File: src/strap_pkg.sv
// shared types and constants for the soft-strap default logic
package strap_pkg;

	// port 0 operating mode, hard strap code
	typedef enum logic [1:0] {
		MODE_MII_MAC = 2'h0,
		MODE_MII_PHY = 2'h1,
		MODE_RMII_PHY = 2'h2,
		MODE_RESERVED = 2'h3
	} p0_mode_t;

	// soft strap values, from pins or from the eeprom loader
	typedef struct packed {
		logic p2_manual_pause_select_default;
		logic p0_speed_100_default;
		logic indication_pin_a_pol_default;
		logic p0_backpressure_default;
		logic p0_full_duplex_pause_default;
		logic p0_manual_pause_select_default;
		logic p0_heartbeat_test_off_default;
	} soft_straps_t;

	// register bits whose reset values come from the straps
	typedef struct packed {
		logic p0_manual_pause_select;
		logic p0_backpressure_enable;
		logic p0_transmit_pause_enable;
		logic p0_receive_pause_enable;
		logic p2_manual_pause_select;
		logic [1:0] internal_phy_advertisement;
		logic [1:0] virtual_phy_advertisement;
		logic [5:0] virtual_phy_partner_ability;
		logic heartbeat_test_off;
	} strap_regs_t;

	// software write port targets
	typedef enum logic [2:0] {
		SEL_P0_FLOW = 3'h0,
		SEL_P2_FLOW = 3'h1,
		SEL_PHY_ADV = 3'h2,
		SEL_VPHY_ADV = 3'h3,
		SEL_VPHY_PARTNER = 3'h4,
		SEL_VPHY_SPECIAL = 3'h5
	} write_sel_t;

	typedef struct packed {
		logic valid;
		write_sel_t sel;
		logic [5:0] data;
	} sw_write_t;

	// field positions in the partner ability and advertisement fields
	localparam int ABIL_ASYM = 5;
	localparam int ABIL_PAUSE = 4;
	localparam int ABIL_100FD = 3;
	localparam int ABIL_100HD = 2;
	localparam int ABIL_10FD = 1;
	localparam int ABIL_10HD = 0;
	localparam int ADV_ASYM = 1;
	localparam int ADV_SYM = 0;

	// strap values used when the pins float at their defaults
	localparam soft_straps_t STRAP_RESET = '{
		p2_manual_pause_select_default: 1'b0,
		p0_speed_100_default: 1'b1,
		indication_pin_a_pol_default: 1'b0,
		p0_backpressure_default: 1'b1,
		p0_full_duplex_pause_default: 1'b1,
		p0_manual_pause_select_default: 1'b0,
		p0_heartbeat_test_off_default: 1'b0
	};

	// register values held while reset is asserted
	localparam strap_regs_t REGS_RESET = '{
		p0_manual_pause_select: 1'b0,
		p0_backpressure_enable: 1'b1,
		p0_transmit_pause_enable: 1'b1,
		p0_receive_pause_enable: 1'b1,
		p2_manual_pause_select: 1'b0,
		internal_phy_advertisement: 2'h3,
		virtual_phy_advertisement: 2'h3,
		virtual_phy_partner_ability: 6'h35,
		heartbeat_test_off: 1'b0
	};

endpackage : strap_pkg

File: src/strap_capture.sv
// strap pin synchroniser, reset-time latch and eeprom override
module strap_capture (
	input wire logic sys_clk,
	input wire logic reset,
	input wire strap_pkg::soft_straps_t strap_pins,
	input wire logic [1:0] mode_pins,
	input wire logic indication_pin_a,
	input wire logic ee_load,
	input wire strap_pkg::soft_straps_t ee_straps,
	output strap_pkg::soft_straps_t straps_q,
	output strap_pkg::p0_mode_t mode_q,
	output logic indication_sync,
	output logic load_defaults_q
);
	import strap_pkg::*;

	soft_straps_t pins_s1_q;
	soft_straps_t pins_s2_q;
	logic [1:0] mode_s1_q;
	logic [1:0] mode_s2_q;
	logic ind_s1_q;
	logic ind_s2_q;
	logic reset_q;

	// two-flop synchronisers; only the second stage is read
	always_ff @(posedge sys_clk) begin
		pins_s1_q <= strap_pins;
		pins_s2_q <= pins_s1_q;
		mode_s1_q <= mode_pins;
		mode_s2_q <= mode_s1_q;
		ind_s1_q <= indication_pin_a;
		ind_s2_q <= ind_s1_q;
	end

	assign indication_sync = ind_s2_q;

	// soft straps follow pins during reset, then the loader may replace them
	always_ff @(posedge sys_clk) begin
		if (reset) begin
			straps_q <= pins_s2_q;
		end else if (ee_load) begin
			straps_q <= ee_straps;
			// polarity strap has a dedicated pin, the loader cannot move it
			straps_q.indication_pin_a_pol_default <= straps_q.indication_pin_a_pol_default;
		end
	end

	// hard mode strap is caught during reset only
	always_ff @(posedge sys_clk) begin
		if (reset) begin
			mode_q <= p0_mode_t'(mode_s2_q);
		end
	end

	// one-cycle load request after reset release or a loader update
	always_ff @(posedge sys_clk) begin
		reset_q <= reset;
		if (reset) begin
			load_defaults_q <= 1'b0;
		end else begin
			load_defaults_q <= reset_q | ee_load;
		end
	end

endmodule : strap_capture

File: src/port_flow_strap_defaults.sv
// soft-strap defaults for port 0 and port 2 flow control and virtual phy bits
// Notes on behaviour
// - The port 2 manual pause strap sets the reset value of the port 2 manual select bit, default 0.
// - The port 2 manual pause strap also shapes the port 2 phy pause advertisement defaults.
// - The port 0 speed strap, default 1, shapes the two 100 Mbit partner ability bits.
// - When virtual auto-negotiation fails, port 0 runs at the strapped speed.
// - In mii mac mode the duplex polarity strap sets how the duplex indication pin is read.
// - The duplex polarity strap comes from its own pin and shapes the two full-duplex partner ability bits.
// - The port 0 backpressure strap, default 1, sets the backpressure enable reset value.
// - The port 0 full-duplex pause strap, default 1, sets both transmit and receive pause enables.
// - The port 0 full-duplex pause strap also sets the partner asymmetric pause and pause bits.
// - The port 0 manual pause strap, default 0, sets the port 0 manual select reset value.
// - The port 0 manual pause strap also sets the virtual phy pause advertisement bits.
// - In mii mac mode the port 0 manual pause strap is ignored and the host sets pause itself.
// - Only in mii phy mode the heartbeat strap sets the heartbeat-off bit, default 0.
// - Soft straps other than the duplex polarity strap may be replaced by the eeprom loader; the hard mode strap only at reset.
// - Port 0 mode code is 0 mii mac, 1 mii phy, 2 rmii phy, 3 reserved.
module port_flow_strap_defaults (
	input wire logic sys_clk,
	input wire logic reset,
	input wire strap_pkg::soft_straps_t strap_pins,
	input wire logic [1:0] mode_pins,
	input wire logic indication_pin_a,
	input wire logic ee_load,
	input wire strap_pkg::soft_straps_t ee_straps,
	input wire strap_pkg::sw_write_t sw_write,
	input wire logic p0_an_failed,
	input wire logic p0_an_speed_100,
	output strap_pkg::strap_regs_t regs_q,
	output strap_pkg::p0_mode_t p0_mode,
	output logic p0_speed_100_q,
	output logic p0_full_duplex_q
);
	import strap_pkg::*;

	soft_straps_t straps;
	p0_mode_t mode;
	logic indication_sync;
	logic load_defaults;
	strap_regs_t defaults;

	strap_capture u_capture (
		.sys_clk(sys_clk),
		.reset(reset),
		.strap_pins(strap_pins),
		.mode_pins(mode_pins),
		.indication_pin_a(indication_pin_a),
		.ee_load(ee_load),
		.ee_straps(ee_straps),
		.straps_q(straps),
		.mode_q(mode),
		.indication_sync(indication_sync),
		.load_defaults_q(load_defaults)
	);

	assign p0_mode = mode;

	// map straps and mode to register defaults; used for the load and the checks
	function automatic strap_regs_t derive(input soft_straps_t s, input p0_mode_t m);
		strap_regs_t r;
		logic mac;
		logic man0;
		mac = (m == MODE_MII_MAC);
		// host owns full-duplex pause in mac mode, so the strap is dropped
		man0 = s.p0_manual_pause_select_default & ~mac;
		r.p0_manual_pause_select = man0;
		r.p0_backpressure_enable = s.p0_backpressure_default;
		r.p0_transmit_pause_enable = s.p0_full_duplex_pause_default;
		r.p0_receive_pause_enable = s.p0_full_duplex_pause_default;
		r.p2_manual_pause_select = s.p2_manual_pause_select_default;
		// manual pause means no negotiated pause is advertised
		r.internal_phy_advertisement = {2{~s.p2_manual_pause_select_default}};
		r.virtual_phy_advertisement = {2{~man0}};
		r.virtual_phy_partner_ability[ABIL_ASYM] = s.p0_full_duplex_pause_default;
		r.virtual_phy_partner_ability[ABIL_PAUSE] = s.p0_full_duplex_pause_default;
		r.virtual_phy_partner_ability[ABIL_100FD] =
			s.p0_speed_100_default & s.indication_pin_a_pol_default;
		r.virtual_phy_partner_ability[ABIL_100HD] = s.p0_speed_100_default;
		r.virtual_phy_partner_ability[ABIL_10FD] = s.indication_pin_a_pol_default;
		r.virtual_phy_partner_ability[ABIL_10HD] = 1'b1;
		r.heartbeat_test_off =
			s.p0_heartbeat_test_off_default & (m == MODE_MII_PHY);
		return r;
	endfunction : derive

	assign defaults = derive(straps, mode);

	// true when software targets the given register this cycle
	function automatic logic hit(input sw_write_t w, input write_sel_t s);
		return w.valid && (w.sel == s);
	endfunction : hit

	// port 0 flow control register; a strap load wins over a same-cycle write
	always_ff @(posedge sys_clk) begin
		if (reset) begin
			regs_q.p0_manual_pause_select <= REGS_RESET.p0_manual_pause_select;
			regs_q.p0_backpressure_enable <= REGS_RESET.p0_backpressure_enable;
			regs_q.p0_transmit_pause_enable <= REGS_RESET.p0_transmit_pause_enable;
			regs_q.p0_receive_pause_enable <= REGS_RESET.p0_receive_pause_enable;
		end else if (load_defaults) begin
			regs_q.p0_manual_pause_select <= defaults.p0_manual_pause_select;
			regs_q.p0_backpressure_enable <= defaults.p0_backpressure_enable;
			regs_q.p0_transmit_pause_enable <= defaults.p0_transmit_pause_enable;
			regs_q.p0_receive_pause_enable <= defaults.p0_receive_pause_enable;
		end else if (hit(sw_write, SEL_P0_FLOW)) begin
			regs_q.p0_manual_pause_select <= sw_write.data[3];
			regs_q.p0_backpressure_enable <= sw_write.data[2];
			regs_q.p0_transmit_pause_enable <= sw_write.data[1];
			regs_q.p0_receive_pause_enable <= sw_write.data[0];
		end
	end

	// port 2 manual select bit
	always_ff @(posedge sys_clk) begin
		if (reset) begin
			regs_q.p2_manual_pause_select <= REGS_RESET.p2_manual_pause_select;
		end else if (load_defaults) begin
			regs_q.p2_manual_pause_select <= defaults.p2_manual_pause_select;
		end else if (hit(sw_write, SEL_P2_FLOW)) begin
			regs_q.p2_manual_pause_select <= sw_write.data[0];
		end
	end

	// port 2 phy pause advertisement
	always_ff @(posedge sys_clk) begin
		if (reset) begin
			regs_q.internal_phy_advertisement <= REGS_RESET.internal_phy_advertisement;
		end else if (load_defaults) begin
			regs_q.internal_phy_advertisement <= defaults.internal_phy_advertisement;
		end else if (hit(sw_write, SEL_PHY_ADV)) begin
			regs_q.internal_phy_advertisement <= sw_write.data[1:0];
		end
	end

	// virtual phy pause advertisement
	always_ff @(posedge sys_clk) begin
		if (reset) begin
			regs_q.virtual_phy_advertisement <= REGS_RESET.virtual_phy_advertisement;
		end else if (load_defaults) begin
			regs_q.virtual_phy_advertisement <= defaults.virtual_phy_advertisement;
		end else if (hit(sw_write, SEL_VPHY_ADV)) begin
			regs_q.virtual_phy_advertisement <= sw_write.data[1:0];
		end
	end

	// virtual phy partner ability
	always_ff @(posedge sys_clk) begin
		if (reset) begin
			regs_q.virtual_phy_partner_ability <= REGS_RESET.virtual_phy_partner_ability;
		end else if (load_defaults) begin
			regs_q.virtual_phy_partner_ability <= defaults.virtual_phy_partner_ability;
		end else if (hit(sw_write, SEL_VPHY_PARTNER)) begin
			regs_q.virtual_phy_partner_ability <= sw_write.data;
		end
	end

	// virtual phy heartbeat-off bit
	always_ff @(posedge sys_clk) begin
		if (reset) begin
			regs_q.heartbeat_test_off <= REGS_RESET.heartbeat_test_off;
		end else if (load_defaults) begin
			regs_q.heartbeat_test_off <= defaults.heartbeat_test_off;
		end else if (hit(sw_write, SEL_VPHY_SPECIAL)) begin
			regs_q.heartbeat_test_off <= sw_write.data[0];
		end
	end

	// fall back to the strapped speed if negotiation gave up
	always_ff @(posedge sys_clk) begin
		if (reset) begin
			p0_speed_100_q <= STRAP_RESET.p0_speed_100_default;
		end else if (p0_an_failed) begin
			p0_speed_100_q <= straps.p0_speed_100_default;
		end else begin
			p0_speed_100_q <= p0_an_speed_100;
		end
	end

	// duplex pin is meaningful only with an external phy; polarity 1 = high is full
	always_ff @(posedge sys_clk) begin
		if (reset) begin
			p0_full_duplex_q <= 1'b0;
		end else if (mode == MODE_MII_MAC) begin
			p0_full_duplex_q <= (indication_sync == straps.indication_pin_a_pol_default);
		end else begin
			p0_full_duplex_q <= 1'b0;
		end
	end
endmodule : port_flow_strap_defaults

File: config.mk
export PLATFORM = sky130hd
export DESIGN_NAME = port_flow_strap_defaults
export DESIGN_NICKNAME = d
export VERILOG_FILES = /design/src/strap_pkg.sv /design/src/strap_capture.sv /design/src/port_flow_strap_defaults.sv
export SDC_FILE = /design/constraint.sdc
export NUM_CORES = 1
export LEC_CHECK = 0
export ABC_AREA = 0
export BUFFER_PORTS_ARGS = -buffer_cell sky130_fd_sc_hd__buf_2
export CELL_PAD_IN_SITES_DETAIL_PLACEMENT = 1
export CELL_PAD_IN_SITES_GLOBAL_PLACEMENT = 2
export CORE_ASPECT_RATIO = 0.8
export CORE_MARGIN = 1.5
export CORE_UTILIZATION = 34
export CTS_CLUSTER_DIAMETER = 150
export CTS_CLUSTER_SIZE = 28
export DETAILED_ROUTE_END_ITERATION = 16
export GPL_ROUTABILITY_DRIVEN = 0
export PLACE_DENSITY_LB_ADDON = 0.1
export SETUP_SLACK_MARGIN = 0.15
export SLEW_MARGIN = 0
export SYNTH_ARGS = -nofsm -noshare
export SYNTH_HDL_FRONTEND = slang
export SYNTH_SLANG_ARGS = --single-unit
File: constraint.sdc
create_clock -name sys_clk -period 1.85 [get_ports sys_clk]
set_input_delay 0.185 -clock sys_clk [delete_from_list [all_inputs] [get_ports sys_clk]]
set_output_delay 0.185 -clock sys_clk [all_outputs]
set_load 0.005 [all_outputs]
==> results of run 1 <==
## final cells by class
cell class                 instances  area (µm²)
tap                               60        75.1
sequential                        49        1070
clock buffer                       6        82.6
timing repair buffer              61         358
fill                             524        2500
clock inverter                     1        7.51
inverter                           2        7.51
multi-input combinational         77         552
## path summary, 6_finish.rpt
check,from,end,cells past startpoint
setup reg to reg,u_capture.load_defaults_q$_SDFF_PP0_,regs_q[10]$_SDFFE_PP1P_,4
setup / recovery,u_capture.load_defaults_q$_SDFF_PP0_,regs_q[10]$_SDFFE_PP1P_,4
hold reg to reg,u_capture.mode_s1_q[1]$_DFF_P_,u_capture.mode_s2_q[1]$_DFF_P_,0
hold / removal,p0_an_failed,p0_speed_100_q$_SDFF_PP1_,2
## through the flow
step / worst slack (ns) / util / total power, mW / hold slack (ns)
after floorplan: 0.709 / - / 1.31 / 0.213
after global placement: 0.448 / 0.422 / 1.40 / 0.287
after detailed placement: 0.434 / 0.422 / 1.41 / 0.289
after CTS: 0.617 / 0.463 / 2.06 / 0.110
after global routing: 0.520 / 0.463 / 2.13 / 0.119
final: 0.623 / 0.463 / 2.03 / 0.119
## cell usage in the layout (no fill, tap or decap), types with 2 or more instances in the layout
master | netlist | layout
nor3_1 | 11 | 11
and4bb_1 | 2 | 2
nor4_1 | 9 | 9
nor2b_1 | 3 | 3
dlygate4sd3_1 | 0 | 10
nor2_1 | 10 | 10
mux2_2 | 6 | 6
a211oi_1 | 7 | 7
o21ai_0 | 3 | 3
a21oi_1 | 2 | 2
nand2_1 | 4 | 4
edfxtp_1 | 9 | 9
inv_1 | 2 | 2
nand4bb_1 | 2 | 2
dfxtp_1 | 40 | 40
buf_2 | 4 | 50
mux2i_1 | 3 | 3
clkbuf_8 | 0 | 6
nand4b_1 | 2 | 2
## cells in the mapped netlist, drive strengths merged (3+ instances only)
master  instances
nor4           10
mux2            6
mux2i           3
a211oi          7
dfxtp          40
o21ai           3
nor2b           3
edfxtp          9
nor2           10
nand2           4
buf             6
nor3           12
## power by group through the flow
| stage | combinational (mW) | clock (mW) | sequential, mW |
|---|---|---|---|
| 2_1_floorplan | 0.0975 | 0 | 1.21 |
| 3_3_place_gp | 0.183 | 0 | 1.21 |
| 3_5_place_dp | 0.189 | 0 | 1.22 |
| 4_1_cts | 0.206 | 0.658 | 1.19 |
| 5_1_grt | 0.227 | 0.704 | 1.20 |
| 6_report | 0.204 | 0.635 | 1.19 |
## state kept, by name, summed over array words and instances (netlist names)
| name | count |
|---|---|
| u_capture.straps_q | 7 |
| u_capture.mode_s1_q | 2 |
| u_capture.reset_q | 1 |
| u_capture.ind_s1_q | 1 |
| u_capture.indication_sync | 1 |
| u_capture.load_defaults_q | 1 |
| u_capture.mode_q | 2 |
| regs_q | 16 |
| p0_speed_100_q | 1 |
| p0_full_duplex_q | 1 |
| u_capture.pins_s2_q | 7 |
| u_capture.pins_s1_q | 7 |
| u_capture.mode_s2_q | 2 |
## per-layer routing
metal / routed length [µm] / track usage
met1: 1900 / 0.200
met2: 1670 / 0.251
met3: 185 / 0.0386
met4: 53 / 0.0647
met5: 0 / 0
## kinds of logic after synthesis
logic type / count (synthesis)
muxes: 9
xor gates and xnor gates: 1
and+or+nand+nor: 50
DFF: 49
AOI/OAI and AO/OA: 17
buffers and inverters: 10
==> impl_metrics.tcl, run 1 <==
set metrics [dict create \
    vias 1259 \
    endpoint_kind "register" \
    async_reset_ff_frac 0 \
    power_switching_share 0.232 \
    clk_pin_slew_worst_paths_ns 0.09 \
    worstSetupPathType "reg2reg" \
    grt_remaining_overflow 0 \
    netlist_top_cells_area "dfxtp_1 48%, edfxtp_1 16%, mux2_2 4.0%, nor4_1 3.4%, nor3_1 3.3%" \
    num_io_pins 52 \
    yosys.area_share.simple 0.190 \
    synth_top_area_share 0.478 \
    clock-sinks 49 \
    synth_seq_cells 49 \
    cts_root_buffer "clkbuf_8" \
    post_cts_buffers 0 \
    die_w_um 81.5 \
    drive_above_1_share 0.352 \
    clkPwrFrac 0.313 \
    path_delay_family "flip-flops" \
    cts_tree "done" \
    leakage_nw 0.887 \
    synth_compound_area_frac 0.0761 \
    cpMaxStageDelayCell "dfxtp_1" \
    cts_made_buffers 5 \
    power.switching_mw 0.470 \
    avgSynthCellArea_um2 12.3 \
    synthMuxAreaShare 0.0582 \
    final_antenna_net_count 0 \
    synth_edf_count 9 \
    dp_hpwl_mm 2.66 \
    dr.first_iter.drc_count 65 \
    first_pass_iters 2 \
    crit_path_cell_trace "buf_4 > nor3_1 > nor2b_1 > a211oi_1" \
    ir_drop_uv 411 \
    syn-instance-count 136 \
    die_height_um 65.8 \
    synthAdderAreaFrac 0 \
    fin_skew_ns 0.00474 \
    syn_nets 168 \
    start_util 0.360 \
    slowest_delay_ns 0.33 \
    clock_path_buffers 2 \
    yosysUniqueCellTypes 33 \
    syn_to_final_growth_pct 28.4 \
    hold_violations 0 \
    routed_via_density 4.92 \
    regToRegSetupSlack_ns 0.62 \
    grt_pass1_wl_mm 6.16 \
    layout.nets 228 \
    track_usage 0.156 \
    min_period_over_period 0.664 \
    max_slew_margin 0.530 \
    grt_start_max_net_pins 38 \
    rows 22 \
    max_cap_violations 0 \
    synth_top_family_by_area "simple AND/OR/NAND/NOR gates" \
    synth_area_um2 1680 \
    cellPowerDensity_nw_per_um2 943 \
    wl_per_cell_um 14.9 \
    synthXorXnorAreaFrac 0.00522 \
    place_area_um2 1960 \
    rsz0062_at_grt "false" \
    io_buffer_count 50 \
    arrival_ns 1.43 \
    cts_resized 0 \
    fin_cells 256 \
    pwr-share-seq 0.587 \
    htreeDepth 2 \
    worstMarginPinSlew_ns 0.705 \
    clk_latency_ns 0.30 \
    yosysSeqAreaShare 0.639 \
    drv_slew 0 \
    p_comb_frac 0.101 \
    hp-class "in2reg" \
    crit_path_start_kind "register" \
    place_inst 239 \
    status "finished, final reports clean" \
    antenna_cells 0 \
    yosysTopAreaCell "dfxtp_1" \
    setup_violations 0 \
    fin_area_um2 2150 \
    die_area_um2 5360 \
    totalWireLength_mm 3.81 \
    grt_pass1_vias 1300 \
    coreArea_um2 4650 \
    route.detailed.drc 0 \
    cp_max_fo 26 \
    fmax_mhz 815 \
    ys_warn_count 0 \
    power.internal_mw 1.56 \
    antenna_found_initial 0 \
    crit_buf_inv 1 \
    finalSetupTns_ns 0 \
    hold_buffers 10 \
    critPathRequiredTime_ns 2.05 \
    ys.flop_type "dfxtp_1" \
    period_minus_slack_ns 1.23 \
]
Power figures use the tool's default switching activity.
==> run 2: changes to the inputs <==
--- a/config.mk
+++ b/config.mk
@@ -5,13 +5,13 @@
 export SDC_FILE = /design/constraint.sdc
 export NUM_CORES = 1
 export LEC_CHECK = 0
-export ABC_AREA = 0
+export ABC_AREA = 1
 export BUFFER_PORTS_ARGS = -buffer_cell sky130_fd_sc_hd__buf_2
 export CELL_PAD_IN_SITES_DETAIL_PLACEMENT = 1
 export CELL_PAD_IN_SITES_GLOBAL_PLACEMENT = 2
 export CORE_ASPECT_RATIO = 0.8
 export CORE_MARGIN = 1.5
-export CORE_UTILIZATION = 34
+export CORE_UTILIZATION = 29
 export CTS_CLUSTER_DIAMETER = 150
 export CTS_CLUSTER_SIZE = 28
 export DETAILED_ROUTE_END_ITERATION = 16
==> constraint.sdc (replaced) <==
create_clock -name sys_clk -period 1.22 [get_ports sys_clk]
set_input_delay 0.122 -clock sys_clk [delete_from_list [all_inputs] [get_ports sys_clk]]
set_output_delay 0.122 -clock sys_clk [all_outputs]
set_load 0.005 [all_outputs]
==> run 2 against run 1 <==
Against the previous run:
- design area up 8.0%
- fmax up 23%
- global-route usage is 3.1 points lower
- register-to-register slack worse by 0.40 ns
==> impl_metrics.tcl, run 2 <==
set metrics [dict create \
    die_w_um 90.0 \
    avgSynthCellArea_um2 9.25 \
    cts_tree "done" \
    yosysUniqueCellTypes 25 \
    synth_seq_cells 49 \
    grt-busiest-layer "met2" \
    min_period_over_period 0.820 \
    hold_violations 0 \
    grt_start_max_net_pins 17 \
    htreeDepth 2 \
    arrival_ns 1.21 \
    first_pass_iters 4 \
    io_buffer_count 50 \
    syn_nets 222 \
    regToRegSetupSlack_ns 0.22 \
    hp-class "in2reg" \
    netlist_top_cells_area "dfxtp_1 46%, edfxtp_1 15%, nand2_1 10%, nand3_1 6.6%, inv_1 3.6%" \
    grt_remaining_overflow 0 \
    async_reset_ff_frac 0 \
    r2r_start "u_capture.load_defaults_q$_SDFF_PP0_" \
    fin_area_um2 2320 \
    coreArea_um2 5880 \
    grt_pass1_vias 1273 \
    ys.flop_type "dfxtp_1" \
    grt_pass1_wl_mm 6.30 \
    critPathRequiredTime_ns 1.43 \
    dr.first_iter.drc_count 33 \
    endpoint_kind "register" \
    syn_to_final_growth_pct 32.3 \
    track_usage 0.125 \
    clk_pin_slew_worst_paths_ns 0.10 \
    holdWs_ns 0.0115 \
    final_cell_mix "50 x buf_2, 46 x nand2_1, 39 x dfxtp_1" \
    grt_use_met2 0.189 \
    die_height_um 72.6 \
    rsz0062_at_grt "true" \
    fin_skew_ns 0.00639 \
    yosysTopAreaCell "dfxtp_1" \
    rows 25 \
    worstSetupPathType "reg2reg" \
    num_io_pins 52 \
    synth_top_area_share 0.456 \
    synth_edf_count 9 \
    finalSetupTns_ns 0 \
    place_inst 318 \
    antenna_cells 0 \
    drv_slew 0 \
    cts_made_buffers 5 \
    max_slew_margin 0.726 \
    final_antenna_net_count 0 \
    final_common_cell "buf_2" \
    totalWireLength_mm 3.74 \
    drive_above_1_share 0.340 \
    cellPowerDensity_nw_per_um2 1390 \
    dp_hpwl_mm 2.74 \
    ys_top_cells_by_count "48 x nand2_1, 40 x dfxtp_1, 23 x nand3_1" \
    period_minus_slack_ns 1.00 \
    syn-instance-count 190 \
    worstMarginPinSlew_ns 0.411 \
    place_area_um2 2100 \
    fin_cells 337 \
    antenna_found_initial 0 \
    route.detailed.drc 0 \
    vias 1368 \
    whs_endpoint "p0_speed_100_q$_SDFF_PP1_" \
    max_cap_violations 0 \
    min_from "p0_an_failed" \
    synth_area_um2 1760 \
    fillers 723 \
    grt_util_met1 0.168 \
    power_mw 3.23 \
    routed_via_density 4.06 \
    clock_path_buffers 2 \
    crit_path_start_kind "register" \
    largest_register_ffs 16 \
    top_register "regs_q" \
    clk_latency_ns 0.31 \
    met3_usage 0.0375 \
    reg2reg_to "regs_q[4]$_SDFFE_PP0P_" \
    setup_violations 0 \
    status "finished, final reports clean" \
    cp_max_fo 16 \
    start_util 0.299 \
    ys_warn_count 0 \
    fmax_mhz 1000 \
    reg2reg_depth 5 \
    min_path_cells 2 \
    leakage_nw 1.11 \
    yosysMostFrequentCell "nand2_1" \
    cts_root_buffer "clkbuf_8" \
    wl_per_cell_um 11.1 \
    die_area_um2 6540 \
    ir_drop_uv 686 \
    clock-sinks 49 \
    layout.nets 287 \
    yosysSeqAreaShare 0.610 \
]
## run 2: cell count changes after synthesis, moves of 4 or more
cell / delta
mux2_2: -6
nor2_2: +6
a21oi_1: +4
nor3_1: -10
nand3_1: +22
inv_1: +15
o21ai_1: +5
nand2_1: +44
a211oi_1: -7
inv_2: +4
nor4_1: -9
## run 2: logic make-up after synthesis
kind of cell,Yosys count,synth area share
buffers and inverters,28,0.0734
and+or+nand+nor,97,0.264
DFF,49,0.610
AOI/OAI and AO/OA,15,0.0477
xor gates and xnor gates,1,0.00499
## run 2: layer usage
metal / routed length (µm) / vias to the layer above
met2: 1580 / 34
li1: - / 731
met5: 0 / -
met1: 1910 / 596
met3: 185 / 7
met4: 62 / 0
## run 2: worst max path at each step
| stage | from | endpoint | slack (ns) |
|---|---|---|---|
| final | u_capture.load_defaults_q$_SDFF_PP0_ | regs_q[4]$_SDFFE_PP0P_ | 0.22 |
| after global placement | u_capture.load_defaults_q$_SDFF_PP0_ | regs_q[12]$_SDFFE_PP1P_ | 0.18 |
| after floorplan | u_capture.load_defaults_q$_SDFF_PP0_ | regs_q[5]$_SDFFE_PP1P_ | 0.26 |
| after CTS | u_capture.mode_q[0]$_DFFE_PP_ | regs_q[8]$_SDFFE_PP1P_ | 0.16 |
| after global routing | u_capture.load_defaults_q$_SDFF_PP0_ | regs_q[12]$_SDFFE_PP1P_ | 0.14 |
| after detailed placement | u_capture.mode_q[0]$_DFFE_PP_ | regs_q[8]$_SDFFE_PP1P_ | 0.18 |
## run 2: cell type report
cell class                      count  area (µm²)  area share
Tap cell                           81         101      0.0436
Inverter                           22        87.6      0.0377
Clock buffer                        6        82.6      0.0355
Sequential cell                    49        1070       0.461
Clock inverter                      2        17.5     0.00753
Timing Repair Buffer               64         393       0.169
Multi-Input combinational cell    113         571       0.245
## run 2: report_power, final
part | internal (mW) | total [mW] | switching [mW]
logic | 0.177 | 0.383 | 0.206
registers | 1.76 | 1.80 | 0.0402
clock network | 0.472 | 1.05 | 0.580
total | 2.41 | 3.23 | 0.827
## run 2: critical path: stages (launching register included)
cell,delay [ns]
dfxtp_2,0.34
buf_12,0.15
inv_6,0.12
nand2_4,0.09
o21ai_1,0.15
nor2_2,0.04
## run 2: repair_timing
item | in CTS | in global routing
resized for setup | 0 | 7
setup buffers | 0 | 1
endpoints found under the hold margin | 10 | 0
endpoints found under the setup margin | 0 | 12
hold buffers | 10 | 0
## run 2: metrics by stage
stage / setup slack (ns) / util
2_1_floorplan: 0.258 / -
3_5_place_dp: 0.179 / 0.357
6_report: 0.220 / 0.395
4_1_cts: 0.162 / 0.391
3_3_place_gp: 0.185 / 0.357
5_1_grt: 0.138 / 0.395
==> run 3: changes to the inputs <==
==> constraint.sdc (replaced) <==
create_clock -name sys_clk -period 1 [get_ports sys_clk]
set_input_delay 0.1 -clock sys_clk [delete_from_list [all_inputs] [get_ports sys_clk]]
set_output_delay 0.1 -clock sys_clk [all_outputs]
set_load 0.005 [all_outputs]
==> run 3 against run 2 <==
Against the previous run:
- the flow now finishes with violations (setup timing)
- clock power rose by 21%
- core utilization grew 7.9 points
- die area unchanged
- power rose by 29%
- sequential share of layout area fell by 6.9 points
- sequential power increased by 23%
- register-to-register slack got worse by 0.27 ns
==> impl_metrics.tcl, run 3 (same netlist as run 2, synthesis figures left out) <==
set metrics [dict create \
    worstSetupPathType "reg2reg" \
    first_pass_iters 3 \
    vias 1493 \
    clock-sinks 49 \
    clkPwrFrac 0.303 \
    cts_root_buffer "clkbuf_8" \
    holdWs_ns 0.0252 \
    final_cell_mix "47 x buf_2, 33 x nand2_1, 23 x dfxtp_1" \
    cpMaxStageDelayCell "dfxtp_4" \
    hp-class "in2reg" \
    setup_violations 5 \
    start_util 0.299 \
    antenna_cells 0 \
    coreArea_um2 5880 \
    period_minus_slack_ns 1.05 \
    crit_path_cell_trace "buf_12 > nor2_4 > inv_2 > o21ai_1 > nand2_1 > a21oi_2" \
    cellPowerDensity_nw_per_um2 1500 \
    crit_path_start_kind "register" \
    area.sequential_um2 1090 \
    die_area_um2 6540 \
    place_inst 324 \
    arrival_ns 1.29 \
    num_io_pins 52 \
    antenna_found_initial 0 \
    crit_buf_inv 2 \
    track_usage 0.131 \
    min_period_over_period 1.05 \
    io_buffer_count 50 \
    clk_pin_slew_worst_paths_ns 0.10 \
    cts_tree "done" \
    largest_register_ffs 16 \
    clock_path_buffers 2 \
    top_register "regs_q" \
    fillers 694 \
    grt_start_max_net_pins 17 \
    dp_hpwl_mm 2.89 \
    max_cap_violations 0 \
    routed_via_density 4.21 \
    drv_slew 0 \
    worstMarginPinSlew_ns 0.446 \
    layout.nets 305 \
    die_height_um 72.6 \
    failed_checks "setup timing" \
    hold_violations 0 \
    slowest_delay_ns 0.38 \
    grt_pass1_wl_mm 6.70 \
    fin_cells 355 \
    wl_per_cell_um 11.7 \
    status "complete, but fails checks" \
    rows 25 \
    drive_above_1_share 0.577 \
    power_switching_share 0.264 \
    p_comb_frac 0.167 \
    endpoint_kind "register" \
    grt_pass1_vias 1446 \
    power.internal_mw 3.08 \
    final_common_cell "buf_2" \
    dpl_worst_slack_ns -0.0107 \
    dr.first_iter.drc_count 19 \
    ir_drop_uv 799 \
    max_slew_margin 0.702 \
    fin_ws_ns -0.0464 \
    grt_remaining_overflow 0 \
    htreeDepth 2 \
    fin_skew_ns 0.00759 \
    leakage_nw 1.27 \
    power.switching_mw 1.11 \
    multi_input_area_um2 787 \
    syn_to_final_growth_pct 58.7 \
    die_w_um 90.0 \
    critPathRequiredTime_ns 1.24 \
    rsz0062_at_grt "true" \
    final_antenna_net_count 0 \
    path_delay_family "flip-flops" \
    totalWireLength_mm 4.14 \
    fmax_mhz 956 \
    cts_made_buffers 5 \
    route.detailed.drc 0 \
    clk_latency_ns 0.30 \
    pwr-share-seq 0.530 \
    cp_max_fo 6 \
]
[run 3: changes by cell type in the layout (fill, tap and decap cells not counted), sizes merged]
cell	previous run	this run
inv	23	24
buf	54	70
dlygate4sd3	10	11
[run 3: layout make-up]
cell class / instances / share of cell area
sequential: 49 / 0.393
inverter: 22 / 0.0399
timing repair inverter: 1 / 0.00314
tap: 81 / 0.0364
multi-input combinational: 113 / 0.282
clock buffer: 6 / 0.0296
clock inverter: 2 / 0.00628
timing repair buffer: 81 / 0.210
[run 3: path summary, 6_finish.rpt]
| check | start | to | slack [ns] | cells after the start |
|---|---|---|---|---|
| hold reg to reg | u_capture.pins_s1_q[0]$_DFF_P_ | u_capture.pins_s2_q[0]$_DFF_P_ | 0.33 | 0 |
| hold / removal | ee_load | u_capture.load_defaults_q$_SDFF_PP0_ | 0.03 | 3 |
| setup reg to reg | u_capture.load_defaults_q$_SDFF_PP0_ | regs_q[11]$_SDFFE_PP0P_ | -0.05 | 6 |
| setup / recovery | u_capture.load_defaults_q$_SDFF_PP0_ | regs_q[11]$_SDFFE_PP0P_ | -0.05 | 6 |
[run 3: worst register-to-register path: stages (launching register included)]
cell     delay (ns)
dfxtp_4        0.38
buf_12         0.15
nor2_4         0.16
inv_2          0.05
o21ai_1        0.07
nand2_1        0.08
a21oi_2        0.10
[run 3: what timing repair did]
item,4_1_cts,5_1_grt
gates cloned,2,0
hold buffers,11,0
hold endpoints to repair,11,0
resized for setup,59,24
pin swaps,18,12
endpoints found under the setup margin,33,35
setup buffers,9,1
[run 3: layer usage]
metal	part of all wire	vias up	global-route usage
met3	0.040	4	0.0344
met2	0.47	32	0.221
met1	0.48	686	0.166
met4	0.0099	0	0.0441
met5	0	-	0
li1	-	771	-
[run 3: stage by stage]
step	power [mW]	TNS, ns	util	area, µm²
finish	4.18	-0.105	0.474	2790
global route	4.40	-0.501	0.474	2790
CTS	4.19	-0.0948	0.455	2680
detailed placement	2.71	-0.0107	0.371	2180
global placement	2.71	0	0.371	2180
floorplan	2.50	0	-	1800
[run 3: power groups by stage]
stage                     logic, mW  clock network (mW)  registers [mW]
after floorplan               0.265                   0            2.24
after global placement        0.465                   0            2.24
after detailed placement      0.469                   0            2.24
after CTS                     0.646                1.33            2.21
after global routing          0.768                1.40            2.23
final                         0.698                1.27            2.22
